### src/design/chgcr_pkg.sv
// Notes on behaviour
// - Bit 7 of input control enables high-impedance input mode; reset 0.
// - Status pin function code 11 floats the pin; codes 01 and 10 reserved.
// - Input limit is a 5-bit code, 100 mA offset, weights 100 to 1600 mA.
// - Input limit resets to code 10111 (2400 mA), a maximum, not typical.
// - After detection the limit becomes 500 mA (select high) or 2.4 A.
// - Writing 1 to bit 6 of power-on config kicks the watchdog; self-clears.
// - Boost enable (bit 5, reset 0) overrides charge enable.
// - Charging needs the enable pin low and the charge enable bit (reset 1).
// - The 3-bit floor code maps 000..111 to 2.6..3.7 V; reset code 101.
// - Cutoff bit picks 2.8 V falling (0, reset) or 2.5 V; rising is 3.0 V.
// - Reg reset restores all; watchdog: hi-Z, kick, boost, charge enable.
// - Answers as I2C slave at 7-bit address 6BH for register access.
package chgcr_pkg;
  localparam logic [6:0] SLAVE_ADDR = 7'h6B;
  localparam logic [7:0] OFS_INPUT_CONTROL = 8'h00;
  localparam logic [7:0] OFS_POWER_ON_CONFIG = 8'h01;
  localparam logic [7:0] UNMAPPED_READ = 8'hFF;
  localparam int HIZ_BIT = 7;
  localparam int STAT_FN_LSB = 5;
  localparam int ILIM_LSB = 0;
  localparam int SKIP_DIS_BIT = 7;
  localparam int KICK_BIT = 6;
  localparam int BOOST_BIT = 5;
  localparam int CHG_BIT = 4;
  localparam int FLOOR_LSB = 1;
  localparam int CUTOFF_BIT = 0;
  localparam logic [7:0] INPUT_CONTROL_RST = 8'h17;
  localparam logic [7:0] POWER_ON_CONFIG_RST = 8'h1A;
  localparam logic [1:0] STAT_FN_FLOAT = 2'h3;
  localparam logic [4:0] ILIM_RST = 5'h17;
  localparam logic [4:0] ILIM_SEL_HIGH = 5'h04;
  localparam logic [4:0] ILIM_SEL_LOW = 5'h17;
  localparam logic [2:0] FLOOR_RST = 3'h5;
  localparam int ILIM_OFFSET_MA = 100;
  localparam int ILIM_STEP_MA = 100;
  // Floor voltages in mV, indexed by code
  localparam logic [11:0] FLOOR_MV [8] = '{12'hA28, 12'hAF0, 12'hBB8,
    12'hC80, 12'hD48, 12'hDAC, 12'hE10, 12'hE74};
  localparam logic [11:0] CUTOFF_FALL_0_MV = 12'hAF0;
  localparam logic [11:0] CUTOFF_FALL_1_MV = 12'h9C4;
  localparam logic [11:0] CUTOFF_RISE_MV = 12'hBB8;
  localparam int SYNC_STAGES = 2;
endpackage : chgcr_pkg

### src/design/chgcr_i2c_slave.sv
`timescale 1ns/1ps
`default_nettype none
module chgcr_i2c_slave (
  input wire logic i_clk,
  input wire logic i_resetn,
  input wire logic i_scl,
  input wire logic i_sda,
  output logic o_sda_oe,
  output logic o_wr,
  output logic o_rd,
  output logic [7:0] o_addr,
  output logic [7:0] o_wdata,
  input wire logic [7:0] i_rdata,
  input wire logic i_addr_ok
);
  typedef enum logic [2:0] {
    S_IDLE, S_DEVADR, S_REGADR, S_WDATA, S_RDATA, S_ACK, S_RACK
  } chgcr_i2c_st_t;

  typedef struct packed {
    logic [1:0] scl_s;
    logic [1:0] sda_s;
    logic scl_d;
    logic sda_d;
    chgcr_i2c_st_t st;
    chgcr_i2c_st_t after_ack;
    logic [3:0] bitn;
    logic [7:0] sh;
    logic rnw;
    logic oe;
    logic ack_nack;
    logic wr;
    logic rd;
    logic [7:0] addr;
    logic [7:0] wdata;
  } chgcr_i2c_t;

  chgcr_i2c_t s_r;
  chgcr_i2c_t s_nxt;

  logic scl_rise;
  logic scl_fall;
  logic start_c;
  logic stop_c;

  assign scl_rise = s_r.scl_s[1] & ~s_r.scl_d;
  assign scl_fall = ~s_r.scl_s[1] & s_r.scl_d;
  assign start_c = s_r.scl_s[1] & s_r.scl_d & s_r.sda_d & ~s_r.sda_s[1];
  assign stop_c = s_r.scl_s[1] & s_r.scl_d & ~s_r.sda_d & s_r.sda_s[1];

  always_comb begin
    s_nxt = s_r;
    s_nxt.scl_s = {s_r.scl_s[0], i_scl};
    s_nxt.sda_s = {s_r.sda_s[0], i_sda};
    s_nxt.scl_d = s_r.scl_s[1];
    s_nxt.sda_d = s_r.sda_s[1];
    s_nxt.wr = 1'b0;
    s_nxt.rd = 1'b0;
    if (stop_c) begin
      s_nxt.st = S_IDLE;
      s_nxt.oe = 1'b0;
    end else if (start_c) begin
      s_nxt.st = S_DEVADR;
      s_nxt.bitn = 4'h0;
      s_nxt.oe = 1'b0;
    end else begin
      unique case (s_r.st)
        S_IDLE: s_nxt.oe = 1'b0;
        S_DEVADR, S_REGADR, S_WDATA: begin
          if (scl_rise) begin
            s_nxt.sh = {s_r.sh[6:0], s_r.sda_s[1]};
            s_nxt.bitn = s_r.bitn + 4'h1;
          end
          if (scl_fall && s_r.bitn == 4'h8) begin
            s_nxt.bitn = 4'h0;
            s_nxt.st = S_ACK;
            s_nxt.oe = 1'b1;
            s_nxt.ack_nack = 1'b0;
            if (s_r.st == S_DEVADR) begin
              s_nxt.rnw = s_r.sh[0];
              if (s_r.sh[7:1] != chgcr_pkg::SLAVE_ADDR) begin
                s_nxt.oe = 1'b0;
                s_nxt.st = S_IDLE;
              end else if (s_r.sh[0]) begin
                s_nxt.after_ack = S_RDATA;
                s_nxt.rd = 1'b1;
              end else begin
                s_nxt.after_ack = S_REGADR;
              end
            end else if (s_r.st == S_REGADR) begin
              s_nxt.addr = s_r.sh;
              s_nxt.after_ack = S_WDATA;
            end else begin
              // Undefined register: NACK, then back to idle
              if (i_addr_ok) begin
                s_nxt.wdata = s_r.sh;
                s_nxt.wr = 1'b1;
                s_nxt.after_ack = S_WDATA;
              end else begin
                s_nxt.oe = 1'b0;
                s_nxt.st = S_IDLE;
              end
            end
          end
        end
        S_ACK: begin
          if (scl_fall) begin
            s_nxt.oe = 1'b0;
            s_nxt.st = s_r.after_ack;
            if (s_r.after_ack == S_RDATA) begin
              s_nxt.sh = i_rdata;
              s_nxt.oe = ~i_rdata[7];
              s_nxt.bitn = 4'h1;
            end
          end
        end
        S_RDATA: begin
          if (scl_fall) begin
            if (s_r.bitn == 4'h8) begin
              s_nxt.oe = 1'b0;
              s_nxt.st = S_RACK;
            end else begin
              s_nxt.oe = ~s_r.sh[7 - s_r.bitn[2:0]];
              s_nxt.bitn = s_r.bitn + 4'h1;
            end
          end
        end
        S_RACK: begin
          if (scl_rise) begin
            s_nxt.ack_nack = s_r.sda_s[1];
            // Step early so next byte's data is ready at the fall
            if (!s_r.sda_s[1]) begin
              s_nxt.addr = s_r.addr + 8'h01;
            end
          end
          if (scl_fall) begin
            if (s_r.ack_nack) begin
              s_nxt.st = S_IDLE;
            end else begin
              // Multi-read: first bit must go out at this very fall
              s_nxt.sh = i_rdata;
              s_nxt.oe = ~i_rdata[7];
              s_nxt.bitn = 4'h1;
              s_nxt.rd = 1'b1;
              s_nxt.st = S_RDATA;
            end
          end
        end
        default: s_nxt.st = S_IDLE;
      endcase
      if (s_r.wr) begin
        s_nxt.addr = s_r.addr + 8'h01;
      end
    end
  end

  always_ff @(posedge i_clk or negedge i_resetn) begin
    if (!i_resetn) begin
      s_r <= '{scl_s: 2'h3, sda_s: 2'h3, scl_d: 1'b1, sda_d: 1'b1,
               st: S_IDLE, after_ack: S_IDLE, bitn: 4'h0, sh: 8'h00,
               rnw: 1'b0, oe: 1'b0, ack_nack: 1'b0, wr: 1'b0, rd: 1'b0,
               addr: 8'h00, wdata: 8'h00};
    end else begin
      s_r <= s_nxt;
    end
  end

  assign o_sda_oe = s_r.oe;
  assign o_wr = s_r.wr;
  assign o_rd = s_r.rd;
  assign o_addr = s_r.addr;
  assign o_wdata = s_r.wdata;
endmodule : chgcr_i2c_slave
`default_nettype wire

### src/design/chgcr_regs.sv
`timescale 1ns/1ps
`default_nettype none
module chgcr_regs (
  input wire logic i_clk,
  input wire logic i_resetn,
  input wire logic i_scl,
  input wire logic i_sda,
  output logic o_sda_oe,
  output logic o_sda_out,
  output logic o_scl_oe,
  output logic o_scl_out,
  input wire logic i_src_sel,
  input wire logic i_detect_done,
  input wire logic i_charge_enable_n,
  input wire logic i_reg_reset,
  input wire logic i_wdog_expired,
  output logic o_wdog_kick,
  output logic o_high_impedance_enable,
  output logic o_status_pin_float,
  output logic [4:0] o_input_current_limit,
  output logic o_light_load_pulse_skip_disable,
  output logic o_boost_on,
  output logic o_charge_on,
  output logic [2:0] o_system_voltage_floor,
  output logic [11:0] o_floor_mv,
  output logic [11:0] o_cutoff_fall_mv,
  output logic [11:0] o_cutoff_rise_mv,
  output logic [7:0] o_input_control,
  output logic [7:0] o_power_on_config
);
  typedef struct packed {
    logic [7:0] input_control;
    logic [7:0] power_on_config;
    logic [1:0] pins_s0;
    logic [1:0] pins_s1;
    logic det_d;
    logic kick;
  } chgcr_st_t;

  chgcr_st_t s_r;
  chgcr_st_t s_nxt;

  logic bus_wr;
  logic [7:0] bus_addr;
  logic [7:0] bus_wdata;
  logic [7:0] bus_rdata;
  logic addr_ok;
  logic src_sel_q;
  logic ce_n_q;

  chgcr_i2c_slave u_slave (
    .i_clk(i_clk),
    .i_resetn(i_resetn),
    .i_scl(i_scl),
    .i_sda(i_sda),
    .o_sda_oe(o_sda_oe),
    .o_wr(bus_wr),
    .o_rd(),
    .o_addr(bus_addr),
    .o_wdata(bus_wdata),
    .i_rdata(bus_rdata),
    .i_addr_ok(addr_ok)
  );

  assign src_sel_q = s_r.pins_s1[0];
  assign ce_n_q = s_r.pins_s1[1];
  assign addr_ok = (bus_addr == chgcr_pkg::OFS_INPUT_CONTROL) ||
                   (bus_addr == chgcr_pkg::OFS_POWER_ON_CONFIG);

  always_comb begin
    unique case (bus_addr)
      chgcr_pkg::OFS_INPUT_CONTROL: bus_rdata = s_r.input_control;
      chgcr_pkg::OFS_POWER_ON_CONFIG: bus_rdata = s_r.power_on_config;
      default: bus_rdata = chgcr_pkg::UNMAPPED_READ;
    endcase
  end

  always_comb begin
    s_nxt = s_r;
    // Source select and enable pins pass two flops first
    s_nxt.pins_s0 = {i_charge_enable_n, i_src_sel};
    s_nxt.pins_s1 = s_r.pins_s0;
    s_nxt.det_d = i_detect_done;
    s_nxt.kick = 1'b0;
    // Kick bit clears itself one cycle after the write
    s_nxt.power_on_config[chgcr_pkg::KICK_BIT] = 1'b0;
    if (bus_wr && bus_addr == chgcr_pkg::OFS_INPUT_CONTROL) begin
      s_nxt.input_control = bus_wdata;
    end
    if (bus_wr && bus_addr == chgcr_pkg::OFS_POWER_ON_CONFIG) begin
      s_nxt.power_on_config = bus_wdata;
      s_nxt.kick = bus_wdata[chgcr_pkg::KICK_BIT];
    end
    // Detection wins over a same-cycle host write; host may rewrite later
    if (i_detect_done && !s_r.det_d) begin
      s_nxt.input_control[chgcr_pkg::ILIM_LSB +: 5] = src_sel_q ?
        chgcr_pkg::ILIM_SEL_HIGH : chgcr_pkg::ILIM_SEL_LOW;
    end
    if (i_wdog_expired) begin
      s_nxt.input_control[chgcr_pkg::HIZ_BIT] = 1'b0;
      s_nxt.power_on_config[chgcr_pkg::KICK_BIT] = 1'b0;
      s_nxt.power_on_config[chgcr_pkg::BOOST_BIT] = 1'b0;
      s_nxt.power_on_config[chgcr_pkg::CHG_BIT] = 1'b1;
    end
    if (i_reg_reset) begin
      s_nxt.input_control = chgcr_pkg::INPUT_CONTROL_RST;
      s_nxt.power_on_config = chgcr_pkg::POWER_ON_CONFIG_RST;
    end
  end

  always_ff @(posedge i_clk or negedge i_resetn) begin
    if (!i_resetn) begin
      s_r <= '{input_control: chgcr_pkg::INPUT_CONTROL_RST,
               power_on_config: chgcr_pkg::POWER_ON_CONFIG_RST,
               pins_s0: 2'h3, pins_s1: 2'h3, det_d: 1'b0, kick: 1'b0};
    end else begin
      s_r <= s_nxt;
    end
  end

  assign o_sda_out = 1'b0;
  assign o_scl_oe = 1'b0;
  assign o_scl_out = 1'b0;
  assign o_wdog_kick = s_r.kick;
  assign o_input_control = s_r.input_control;
  assign o_power_on_config = s_r.power_on_config;
  assign o_high_impedance_enable = s_r.input_control[chgcr_pkg::HIZ_BIT];
  assign o_status_pin_float =
    s_r.input_control[chgcr_pkg::STAT_FN_LSB +: 2] ==
    chgcr_pkg::STAT_FN_FLOAT;
  assign o_input_current_limit = s_r.input_control[chgcr_pkg::ILIM_LSB +: 5];
  assign o_light_load_pulse_skip_disable =
    s_r.power_on_config[chgcr_pkg::SKIP_DIS_BIT];
  assign o_boost_on = s_r.power_on_config[chgcr_pkg::BOOST_BIT];
  assign o_charge_on = ~ce_n_q &
    s_r.power_on_config[chgcr_pkg::CHG_BIT] &
    ~s_r.power_on_config[chgcr_pkg::BOOST_BIT];
  assign o_system_voltage_floor =
    s_r.power_on_config[chgcr_pkg::FLOOR_LSB +: 3];
  assign o_floor_mv =
    chgcr_pkg::FLOOR_MV[s_r.power_on_config[chgcr_pkg::FLOOR_LSB +: 3]];
  assign o_cutoff_fall_mv = s_r.power_on_config[chgcr_pkg::CUTOFF_BIT] ?
    chgcr_pkg::CUTOFF_FALL_1_MV : chgcr_pkg::CUTOFF_FALL_0_MV;
  assign o_cutoff_rise_mv = chgcr_pkg::CUTOFF_RISE_MV;
endmodule : chgcr_regs
`default_nettype wire

### config.mk
export PLATFORM = sky130hd
export DESIGN_NAME = chgcr_regs
export DESIGN_NICKNAME = d
export VERILOG_FILES = /design/src/design/chgcr_pkg.sv /design/src/design/chgcr_i2c_slave.sv /design/src/design/chgcr_regs.sv
export SDC_FILE = /design/constraint.sdc
export NUM_CORES = 1
export LEC_CHECK = 0
export BUFFER_PORTS_ARGS = -buffer_cell sky130_fd_sc_hd__buf_2
export CORE_MARGIN = 8
export CORE_UTILIZATION = 55
export DETAILED_ROUTE_END_ITERATION = 8
export PLACE_DENSITY = 0.79
export SETUP_SLACK_MARGIN = 0.15
export SLEW_MARGIN = 20
export SYNTH_ARGS = -nofsm -noshare
export SYNTH_HDL_FRONTEND = slang
export SYNTH_HIERARCHICAL = 1
export SYNTH_SLANG_ARGS = --single-unit
### constraint.sdc
create_clock -name i_clk -period 3.23 [get_ports i_clk]
set_input_delay 0.1615 -clock i_clk [delete_from_list [all_inputs] [get_ports i_clk]]
set_output_delay 0.1615 -clock i_clk [all_outputs]
set_load 0.005 [all_outputs]
-- Word level (Yosys, flattened, before mapping)
Memories as Yosys holds them, arrays and structs flattened.
Index checks and enable logic that the tools add are counted.
- flip-flop bits (word level): 65
- memory bits (read-only): 96
- input port bits: 9
- output and inout port bits: 70
- memories: 1
- memories (name ; words ; bits a word ; rd ports ; clocked after memory_dff ; write ports ; RTL line ; source):
    (no name shown) ; 8 ; 12 ; 1 ; 0 ; 0 ; chgcr_regs.sv:141 ; chgcr_pkg::FLOOR_MV[s_r.power_on_config[chgcr_pkg::FLOOR_LSB +: 3]];
- add/sub/neg operators: 3
- order comparisons: 2
- equal/unequal tests: 38
- muxes and demuxes: 76
- bitwise gates (word level): 22
- reduce and logical (&&, ||, !) cells: 28
- operators by type and width (cell ; number):
    $mux W12 ; 7
    $mux W8 ; 9
    $mux W3 ; 15
    $mux W18 ; 2
    $lt A32 B4 Y1 const B ; 1
    $mux W16 ; 2
    $mux W1 ; 24
    $ne A3 B1 Y1 const B ; 8
    $ne A4 B1 Y1 const B ; 6
    $pmux W8 S3 ; 1
    $mux W10 ; 2
    $mux W20 ; 1
    $pmux W9 S2 ; 1
    $reduce_and A6 Y1 ; 3
    $reduce_bool A3 Y1 ; 6
    $pmux W4 S4 ; 1
    $pmux W8 S2 ; 1
    $reduce_and A8 Y1 ; 2
    $pmux W3 S5 ; 1
    $eq A3 B3 Y1 const B ; 4
    $mux W4 ; 3
    $ne A2 B1 Y1 const B ; 6
    $not A1 Y1 ; 12
    $mux W5 ; 2
    other kinds (32) ; 49

-- Depth between registers and ports, before layout
Gate-level depths: netlist of the first run.
- word-level depth: 10
- mapped depth: 8

-- Hierarchy
Netlist of the first run, hierarchy kept.
- modules (own cells, without submodules) (module ; times used ; cells each ; area an instance (µm²) ; seq. area each (µm²)):
    chgcr_i2c_slave ; 1 ; 271 ; 2613.8 ; 1108.6
    chgcr_regs ; 1 ; 183 ; 1626.6 ; 564.3

-- Worst setup path after synthesis of the first run
No wires, ideal clock.
- path type: register -> register
- start point: register u_slave.s_r, in the netlist u_slave/o_addr[3]
- end point: register u_slave.s_r, in the netlist u_slave/o_wdata[0]
- arrival: 2.216 ns
- required time: 3.102 ns
- path slack: 0.886 ns
- stages on the path, launching flop included: 8
- buffers on the path: 2
- period minus slack after synthesis: 2.344 ns
- cells stage by stage: dfrtp_1 buf_4 or4_4 nor4_4 nand3_1 or2_1 buf_2 mux2_1
- cells in the longest elaborated chain, start to end: 3
- RTL lines (element ; RTL line ; source):
    start: declaration ; chgcr_i2c_slave.sv:38 ; chgcr_i2c_t s_r;
    start signal: assignment ; chgcr_i2c_slave.sv:159 ; s_r <= '{scl_s: 2'h3, sda_s: 2'h3, scl_d: 1'b1, sda_d: 1'b1,
    start signal: assignment ; chgcr_i2c_slave.sv:164 ; s_r <= s_nxt;
    $eq A8 B1 Y1 or $logic_not A8 Y1 (tied branches) ; chgcr_regs.sv:68, chgcr_regs.sv:67 ;
    $logic_or A1 B1 Y1 (*) ; chgcr_regs.sv:67 ; assign addr_ok = (bus_addr == chgcr_pkg::OFS_INPUT_CONTROL) ||
    via addr_ok ; chgcr_regs.sv:47 ; logic addr_ok;
    $reduce_and A7 Y1 (no source line) (*) ; n/a ;
The timed path passes the listed nets; every way through them passes the cells marked *.
A chain may end at the register's enable or synchronous reset.

-- Worst setup path in the final report of the first run
- start point: register u_slave/s_r[29] (netlist bit)
- end point: register u_slave.s_r, in the netlist u_slave/o_addr[1]
- cells in the longest elaborated chain, start to end: 4
- RTL lines (element ; RTL line ; source):
    $eq A4 B4 Y1 ; chgcr_i2c_slave.sv:74 ; if (scl_fall && s_r.bitn == 4'h8) begin
    $logic_and A1 B1 Y1 ; chgcr_i2c_slave.sv:74 ;
    $ne A3 B1 Y1 (no source line) ; n/a ;
    $reduce_and A8 Y1 (no source line) ; n/a ;
No other way between the ends.

==> results of run 1 <==
-- final timing paths --
path                                             start                                to  slack [ns]  cells after the start
min in group asynchronous                     i_resetn                  s_r[1]$_DFF_PN0_        0.31                      2
max reg2reg                u_slave/s_r[29]$_DFFE_PN0P_     u_slave/o_addr[1]$_DFFE_PN0P_        0.81                      7
min reg2reg                         s_nxt[2]$_DFF_PN1_                  s_r[2]$_DFF_PN1_        0.36                      0
min                                     i_wdog_expired  o_power_on_config[5]$_DFFE_PN0P_        0.08                      2
max                        u_slave/s_r[29]$_DFFE_PN0P_     u_slave/o_addr[1]$_DFFE_PN0P_        0.81                      7
max in group asynchronous                     i_resetn       u_slave/s_nxt[44]$_DFF_PN1_        2.17                      3
-- final cells by class --
cell class / count / area, sq um
Clock buffer: 9 / 124
Clock inverter: 7 / 93.8
Fill cell: 697 / 3160
Inverter: 14 / 52.6
Multi-Input combinational cell: 307 / 1990
Sequential cell: 65 / 1650
Tap cell: 102 / 128
Timing Repair Buffer: 65 / 370
-- routing by layer --
layer / track usage, % / routed length (microns) / vias up
met5: 0 / 0 / -
met2: 30.7 / 4510 / 116
met4: 9.01 / 204 / 0
met1: 24.2 / 4110 / 1531
li1: - / - / 1524
met3: 3.15 / 805 / 18
-- power by group --
group | internal, W | switching, W | leakage [nW]
logic | 0.0000949 | 0.000114 | 1.04
registers | 0.000865 | 0.0000872 | 0.832
clock network | 0.000434 | 0.000331 | 0.106
total | 0.00139 | 0.000532 | 1.97
-- timing repair --
item | 4_1_cts | 5_1_grt
setup buffers | 0 | 0
hold endpoints to repair | 20 | 0
hold buffers | 6 | 0
-- critical path, delay by kind of cell (launching register included) --
family,cells,cell delay [ns]
buffers and inverters,1,0.11
adder cells (fa/ha/maj),1,0.23
AND/OR/NAND/NOR,2,0.66
AO/OA/AOI/OAI,2,0.48
flip-flops,1,0.46
multiplexers,1,0.38
-- flip-flops by register name, indices dropped and copies added, names as in the netlist --
register,cells
u_slave/s_nxt,4
s_r,2
u_slave/o_sda_oe,1
u_slave/o_wdata,8
u_slave/s_r,21
s_nxt,2
u_slave/o_addr,8
o_input_control,8
u_slave/o_wr,1
o_power_on_config,8
ce_n_q,1
o_wdog_kick,1
-- metrics by stage --
step / hold slack (ns) / cell area, sq um / std cells
finish: 0.0751 / 4400 / 569
global route: 0.0765 / 4400 / 569
CTS: 0.0610 / 4400 / 569
detailed placement: 0.154 / 4130 / 547
global placement: 0.154 / 4130 / 547
floorplan: -0.134 / 4280 / 473
==> impl_metrics.env, run 1 <==
export IMPL_fin_util_pct=58.2
export IMPL_finalCritPeriodShare_pct=75.1
export IMPL_grt_max_degree=24
export IMPL_cellPowerDensity_nw_per_um2=437
export IMPL_path_class="reg -> reg"
export IMPL_synth_warnings=6
export IMPL_antenna_found_initial=0
export IMPL_rows=32
export IMPL_drc=0
export IMPL_firstDrtPassIters=5
export IMPL_n_antenna_cell=0
export IMPL_tritoncts="built"
export IMPL_tightest_slew_ns=0.997
export IMPL_critPathMaxStageDelay_ns=0.48
export IMPL_finalNetCount=478
export IMPL_p_leak_nw=1.97
export IMPL_dpl_hpwl_microns=7040
export IMPL_syn_inst=450
export IMPL_io_pins=79
export IMPL_cts_clk_slew_worst_paths_ns=0.08
export IMPL_dieArea_sq_um=10700
export IMPL_initial_core_util_pct=55.5
export IMPL_io_buffers=53
export IMPL_power_w=0.00193
export IMPL_fin_skew_ns=0.00859
export IMPL_cp_max_fo=8
export IMPL_rsz0062_at_grt="false"
export IMPL_grt_pass1_vias=3125
export IMPL_gp_congestion=0.894
export IMPL_syn2layout_area_growth_pct=4.92
export IMPL_initialDrtViolationCount=137
export IMPL_routed_via_density=5.60
export IMPL_htreeDepth=3
export IMPL_final_cell_mix="53 x buf_2, 48 x dfrtp_1, 38 x nand2_1"
export IMPL_wirelength_microns=9630
export IMPL_wl_per_cell_microns=16.9
export IMPL_setup_viol=0
export IMPL_cp_required_ns=3.45
export IMPL_core_area_sq_um=7570
export IMPL_ctsRootBufferMaster="clkbuf_8"
export IMPL_syn_avg_cell_area_sq_um=9.33
export IMPL_fin_crit_ns=2.42
export IMPL_grt_overflow_total=0
export IMPL_maxSlewHeadroom_pct=33.5
export IMPL_hp_class="in -> reg"
export IMPL_setup_ws_ns=0.805
export IMPL_antenna_left=0
export IMPL_ir_worst_vdd_uv=272
export IMPL_worstSetupEndpointType="flop"
export IMPL_worst_setup_path_start_kind="flop"
export IMPL_path_cells="inv_1, ha_1, nand3b_1, o21ai_1, a31oi_2, or2_0, mux2_1"
export IMPL_fin_setup_tns_ns=0
export IMPL_hold_viol=0
export IMPL_crit_slowest_cell="or2_0"
export IMPL_status="complete, no violations"
export IMPL_arrival_ns=2.65
export IMPL_drive_above_1_share_pct=23.3
export IMPL_layout_commonest_cell="buf_2"
export IMPL_clk_latency_ns=0.34
export IMPL_die_y_microns=103
export IMPL_drv_slew=0
export IMPL_cap_violations=0
export IMPL_vias=3189
export IMPL_clock_path_buffers=2
export IMPL_pre_cts_slack_ns=0.832
export IMPL_grt_usage_pct=19.0
export IMPL_cts_buffers=9
export IMPL_cts_resized_gates=0
export IMPL_cts_sinks=65
export IMPL_chipWidth_microns=103
export IMPL_grt_pass1_wl_microns=15800
export IMPL_syn_cell_area_sq_um=4200
export IMPL_fmax_mhz=412
Note: power is estimated with default switching activity, not from simulation.
==> run 2, diff against run 1 <==
- CORE_UTILIZATION: 55 -> 51
- PLACE_DENSITY: 0.79 -> 0.77
- clock period: 3.23 -> 2.1 ns (I/O delays scaled with it)
==> run 2 against run 1 <==
Cell count up 5.4%. Highest routed layer unchanged. Core utilization down 0.16 points. Critical endpoint is now u_slave/o_wdata[0]$_DFFE_PN0P_. Non-clock buffer count up 28. Via count up 7.2%.
==> impl_metrics.env, run 2 (synthesis gave the netlist of run 1 again) <==
export IMPL_status="complete, no violations"
export IMPL_ctsRootBufferMaster="clkbuf_8"
export IMPL_initialDrtViolationCount=283
export IMPL_fillers=708
export IMPL_gp_congestion=0.886
export IMPL_drive_above_1_share_pct=31.3
export IMPL_io_pins=79
export IMPL_finalNetCount=506
export IMPL_cp_required_ns=2.33
export IMPL_maxSlewHeadroom_pct=55.0
export IMPL_fin_util_pct=58.0
export IMPL_dieArea_sq_um=11400
export IMPL_core_area_sq_um=8090
export IMPL_rsz0062_at_grt="true"
export IMPL_hold_viol=0
export IMPL_ir_worst_vdd_uv=522
export IMPL_fin_skew_ns=0.00910
export IMPL_cts_sinks=65
export IMPL_fin_crit_ns=1.99
export IMPL_grt_max_degree=39
export IMPL_grt_overflow_total=0
export IMPL_wl_per_cell_microns=16.8
export IMPL_grt_pass1_wl_microns=16000
export IMPL_cts_clk_slew_worst_paths_ns=0.08
export IMPL_largest_register="u_slave/s_r"
export IMPL_drc=0
export IMPL_htreeDepth=3
export IMPL_io_buffers=53
export IMPL_n_antenna_cell=0
export IMPL_initial_core_util_pct=51.9
export IMPL_cts_buffers=9
export IMPL_dpl_hpwl_microns=7200
export IMPL_path_class="reg -> reg"
export IMPL_cp_endpoint="u_slave/o_wdata[0]$_DFFE_PN0P_"
export IMPL_reg2regPathDepth=5
export IMPL_syn2layout_area_growth_pct=11.9
export IMPL_r2r_slack_ns=0.11
export IMPL_r2r_start="u_slave/o_addr[3]$_DFFE_PN0P_"
export IMPL_power_w=0.00289
export IMPL_final_cell_mix="53 x buf_2, 46 x dfrtp_1, 38 x nand2_1"
export IMPL_worst_setup_path_start_kind="flop"
export IMPL_wirelength_microns=10100
export IMPL_p_leak_nw=2.12
export IMPL_antenna_found_initial=0
export IMPL_antenna_left=0
export IMPL_crit_start="u_slave/o_addr[3]$_DFFE_PN0P_"
export IMPL_clock_path_buffers=2
export IMPL_finalCritPeriodShare_pct=94.9
export IMPL_cp_max_fo=8
export IMPL_setup_viol=0
export IMPL_cellPowerDensity_nw_per_um2=615
export IMPL_rows=33
export IMPL_largest_reg_flops=21
export IMPL_chipWidth_microns=107
export IMPL_tightest_slew_ns=0.674
export IMPL_routed_via_density=5.70
export IMPL_fmax_mhz=502
export IMPL_worstSetupEndpointType="flop"
export IMPL_layout_commonest_cell="buf_2"
export IMPL_hp_class="in -> reg"
export IMPL_grt_pass1_vias=3248
export IMPL_grt_usage_pct=17.1
export IMPL_arrival_ns=2.22
export IMPL_clk_latency_ns=0.34
export IMPL_drv_slew=0
export IMPL_vias=3420
export IMPL_die_y_microns=107
export IMPL_firstDrtPassIters=5
export IMPL_cap_violations=0
export IMPL_tritoncts="built"
export IMPL_worstReg2RegEnd="u_slave/o_wdata[0]$_DFFE_PN0P_"
==> run 2: report_power, final <==
group | internal [W] | total [W] | switching, W | leakage [nW]
logic | 0.000201 | 0.000437 | 0.000236 | 1.20
registers | 0.00133 | 0.00145 | 0.000118 | 0.828
clock network | 0.000450 | 0.00100 | 0.000554 | 0.0923
total | 0.00198 | 0.00289 | 0.000908 | 2.12
==> run 2: cell type report <==
type	count	area [sq um]	share of cell area [%]
Multi-Input combinational cell	307	2070	44.1
Sequential cell	65	1650	35.1
Timing Repair Buffer	93	607	12.9
Tap cell	105	131	2.80
Clock buffer	9	124	2.64
Clock inverter	7	62.6	1.33
Inverter	14	52.6	1.12
==> run 2: timing repair <==
item                       in CTS  in global routing
resized for setup               2                 21
hold buffers                    7                  0
hold endpoints to repair       28                  0
setup endpoints to repair      10                 28
cloned                          0                  0
setup buffers                   5                  8
pin swaps                       0                  9
==> run 2: critical path, stage by stage (launching register included) <==
cell	delay, ns
dfrtp_1	0.39
or4_4	0.56
nor4_4	0.16
nand3_1	0.14
or2_4	0.32
mux2_1	0.32
==> run 2: worst min-delay path by stage <==
stage | slack, ns | start | to | cells after the start
after floorplan | -0.19 | i_resetn | o_input_control[3]$_DFFE_PN0P_ | 0
after global placement | 0.17 | i_resetn | u_slave/s_r[36]$_DFFE_PN0P_ | 1
after detailed placement | 0.17 | i_resetn | u_slave/s_r[18]$_DFFE_PN0P_ | 1
after CTS | 0.1 | i_reg_reset | o_power_on_config[3]$_DFFE_PN1P_ | 3
after global routing | 0.12 | i_reg_reset | o_power_on_config[3]$_DFFE_PN1P_ | 3
final | 0.11 | i_reg_reset | o_power_on_config[3]$_DFFE_PN1P_ | 3
==> run 2: layer usage <==
metal / GRT usage, % / routed length (microns) / part of all wire [%] / up-vias
met5: 0 / 0 / 0 / -
met4: 5.43 / 243 / 2.4 / 0
met3: 5.46 / 984 / 9.7 / 28
met2: 28.4 / 4810 / 48 / 180
met1: 20.7 / 4060 / 40 / 1633
li1: - / - / - / 1579
==> run 2: metrics by stage <==
step / cells / worst slack, ns / area [sq um] / TNS [ns] / hold WS [ns]
2_1_floorplan: 473 / -0.223 / 4310 / -1.78 / -0.191
3_3_place_gp: 564 / 0.0785 / 4260 / 0 / 0.167
3_5_place_dp: 564 / 0.0101 / 4260 / 0 / 0.170
4_1_cts: 592 / 0.121 / 4560 / 0 / 0.0953
5_1_grt: 600 / 0.0139 / 4700 / 0 / 0.123
6_report: 600 / 0.107 / 4700 / 0 / 0.108
==> run 3, diff against run 2 <==
- CELL_PAD_IN_SITES_DETAIL_PLACEMENT: not set -> 1
- CELL_PAD_IN_SITES_GLOBAL_PLACEMENT: not set -> 1
- CORE_UTILIZATION: 51 -> 39
- PLACE_DENSITY: 0.77 -> 0.81
==> run 3 against run 2 <==
Die area increased by 26%. Sequential power barely moved. Global-route usage decreased by 0.31 points. Cell area up 3.8%. Critical path depth did not move. Total power rose by 6.2%. Clock skew decreased by 0.0012 ns. Routed wire length up 27%. Register-to-register slack lost 0.07 ns.
==> impl_metrics.env, run 3 (synthesis gave the netlist of run 1 again) <==
export IMPL_status="complete, no violations"
export IMPL_largest_reg_flops=21
export IMPL_chipWidth_microns=120
export IMPL_syn2layout_area_growth_pct=16.2
export IMPL_die_y_microns=120
export IMPL_met1Wirelength_microns=5130
export IMPL_antenna_found_initial=0
export IMPL_cts_buffers=9
export IMPL_worst_setup_path_start_kind="flop"
export IMPL_stdcell_area_sq_um=4880
export IMPL_largest_register="u_slave/s_r"
export IMPL_cellPowerDensity_nw_per_um2=629
export IMPL_p_leak_nw=2.17
export IMPL_clock_path_buffers=2
export IMPL_cp_required_ns=2.35
export IMPL_routed_via_density=5.53
export IMPL_wl_met3_microns=586
export IMPL_initial_core_util_pct=39.4
export IMPL_cts_sinks=65
export IMPL_hp_class="in -> reg"
export IMPL_vias=3531
export IMPL_hold_viol=0
export IMPL_core_area_sq_um=10700
export IMPL_finalCritPeriodShare_pct=98.1
export IMPL_gp_congestion=0.844
export IMPL_firstDrtPassIters=4
export IMPL_fin_crit_ns=2.06
export IMPL_rows=38
export IMPL_grt_max_degree=66
export IMPL_antenna_left=0
export IMPL_grt_overflow_total=0
export IMPL_io_pins=79
export IMPL_initialDrtViolationCount=160
export IMPL_fmax_mhz=485
export IMPL_drc=0
export IMPL_arrival_ns=2.31
export IMPL_final_cell_mix="53 x buf_2, 46 x dfrtp_1, 37 x nand2_1"
export IMPL_maxSlewHeadroom_pct=43.7
export IMPL_grt_pass1_wl_microns=19700
export IMPL_io_buffers=53
export IMPL_grt_usage_pct=16.8
export IMPL_drive_above_1_share_pct=35.1
export IMPL_tritoncts="built"
export IMPL_ir_worst_vdd_uv=322
export IMPL_fillers=1253
export IMPL_path_class="reg -> reg"
export IMPL_n_antenna_cell=0
export IMPL_placed_cell_area_sq_um=4300
export IMPL_worstSetupEndpointType="flop"
export IMPL_layout_commonest_cell="buf_2"
export IMPL_dpl_hpwl_microns=8300
export IMPL_setup_viol=0
export IMPL_rsz0062_at_grt="true"
export IMPL_grt_pass1_vias=3727
export IMPL_drv_slew=0
export IMPL_clk_latency_ns=0.36
export IMPL_power_w=0.00307
export IMPL_top_layer="met4"
export IMPL_cap_violations=0
export IMPL_dieArea_sq_um=14300
export IMPL_tightest_slew_ns=0.844
export IMPL_htreeDepth=3
export IMPL_fin_skew_ns=0.00790
export IMPL_wl_per_cell_microns=20.1
export IMPL_finalNetCount=509
export IMPL_cts_clk_slew_worst_paths_ns=0.08
export IMPL_wirelength_microns=12800
export IMPL_dr_wl_met2_microns=6860
export IMPL_ctsRootBufferMaster="clkbuf_8"
export IMPL_cp_max_fo=8
-- run 3: cell types whose count changed in the layout (fill, tap and decap cells not counted), moves of 2 or more --
cell / delta
mux2_4: +5
mux2_1: -5
o31ai_1: -2
buf_6: +3
o31ai_2: +2
-- run 3: report_power, final --
part	internal (W)	total (W)	switching (W)
logic	0.000210	0.000462	0.000253
registers	0.00133	0.00145	0.000117
clock network	0.000597	0.00116	0.000561
total	0.00214	0.00307	0.000931
-- run 3: per-stage QoR --
stage	TNS [ns]	setup slack (ns)	cells	util, %	hold slack (ns)
global route	-0.00341	-0.00338	638	45.8	0.0263
floorplan	-1.78	-0.223	473	-	-0.191
finish	0	0.0401	638	45.8	0.0348
CTS	0	0.0804	630	43.7	0.00985
global placement	0	0.0621	600	40.4	0.211
detailed placement	0	0.00726	600	40.4	0.212
-- run 3: cell type report --
| type | instances | area (sq um) | area share, % |
|---|---|---|---|
| multi-input combinational | 308 | 2170 | 44.5 |
| tap | 140 | 175 | 3.59 |
| clock buffer | 10 | 138 | 2.82 |
| timing repair buffer | 95 | 618 | 12.7 |
| clock inverter | 6 | 73.8 | 1.51 |
| inverter | 14 | 52.6 | 1.08 |
| sequential | 65 | 1650 | 33.8 |
-- run 3: timing repair --
item / 4_1_cts / 5_1_grt
gates cloned: 0 / 1
hold endpoints to repair: 53 / 0
setup endpoints to repair: 15 / 28
hold buffers: 6 / 0
pin swaps: 0 / 11
buffers inserted: 8 / 7
resized for setup: 6 / 39
-- run 3: worst max-delay path, stage by stage, from the launching register on --
cell	delay, ns
dfrtp_1	0.39
or4_4	0.56
nor4_4	0.19
nand3_2	0.13
or2_4	0.33
mux2_1	0.35
-- run 3: metal layers --
| layer | vias up | track usage (%) |
|---|---|---|
| met5 | - | 0 |
| met4 | 0 | 6.32 |
| met3 | 27 | 3.38 |
| met2 | 103 | 29.9 |
| met1 | 1813 | 19.6 |
| li1 | 1588 | - |
-- run 3: path summary, 6_finish.rpt --
| path | startpoint | end | slack [ns] | depth (start not counted) |
|---|---|---|---|---|
| max in group asynchronous | i_resetn | u_slave/s_r[36]$_DFFE_PN0P_ | 1.03 | 3 |
| min in group asynchronous | i_resetn | u_slave/s_r[32]$_DFFE_PN0P_ | 0.46 | 3 |
| setup reg to reg | u_slave/o_addr[3]$_DFFE_PN0P_ | u_slave/o_wdata[1]$_DFFE_PN0P_ | 0.04 | 5 |
| setup / recovery | u_slave/o_addr[3]$_DFFE_PN0P_ | u_slave/o_wdata[1]$_DFFE_PN0P_ | 0.04 | 5 |
| hold / removal | i_wdog_expired | o_power_on_config[5]$_DFFE_PN0P_ | 0.03 | 2 |
| hold reg to reg | s_nxt[3]$_DFF_PN1_ | ce_n_q$_DFF_PN1_ | 0.36 | 0 |
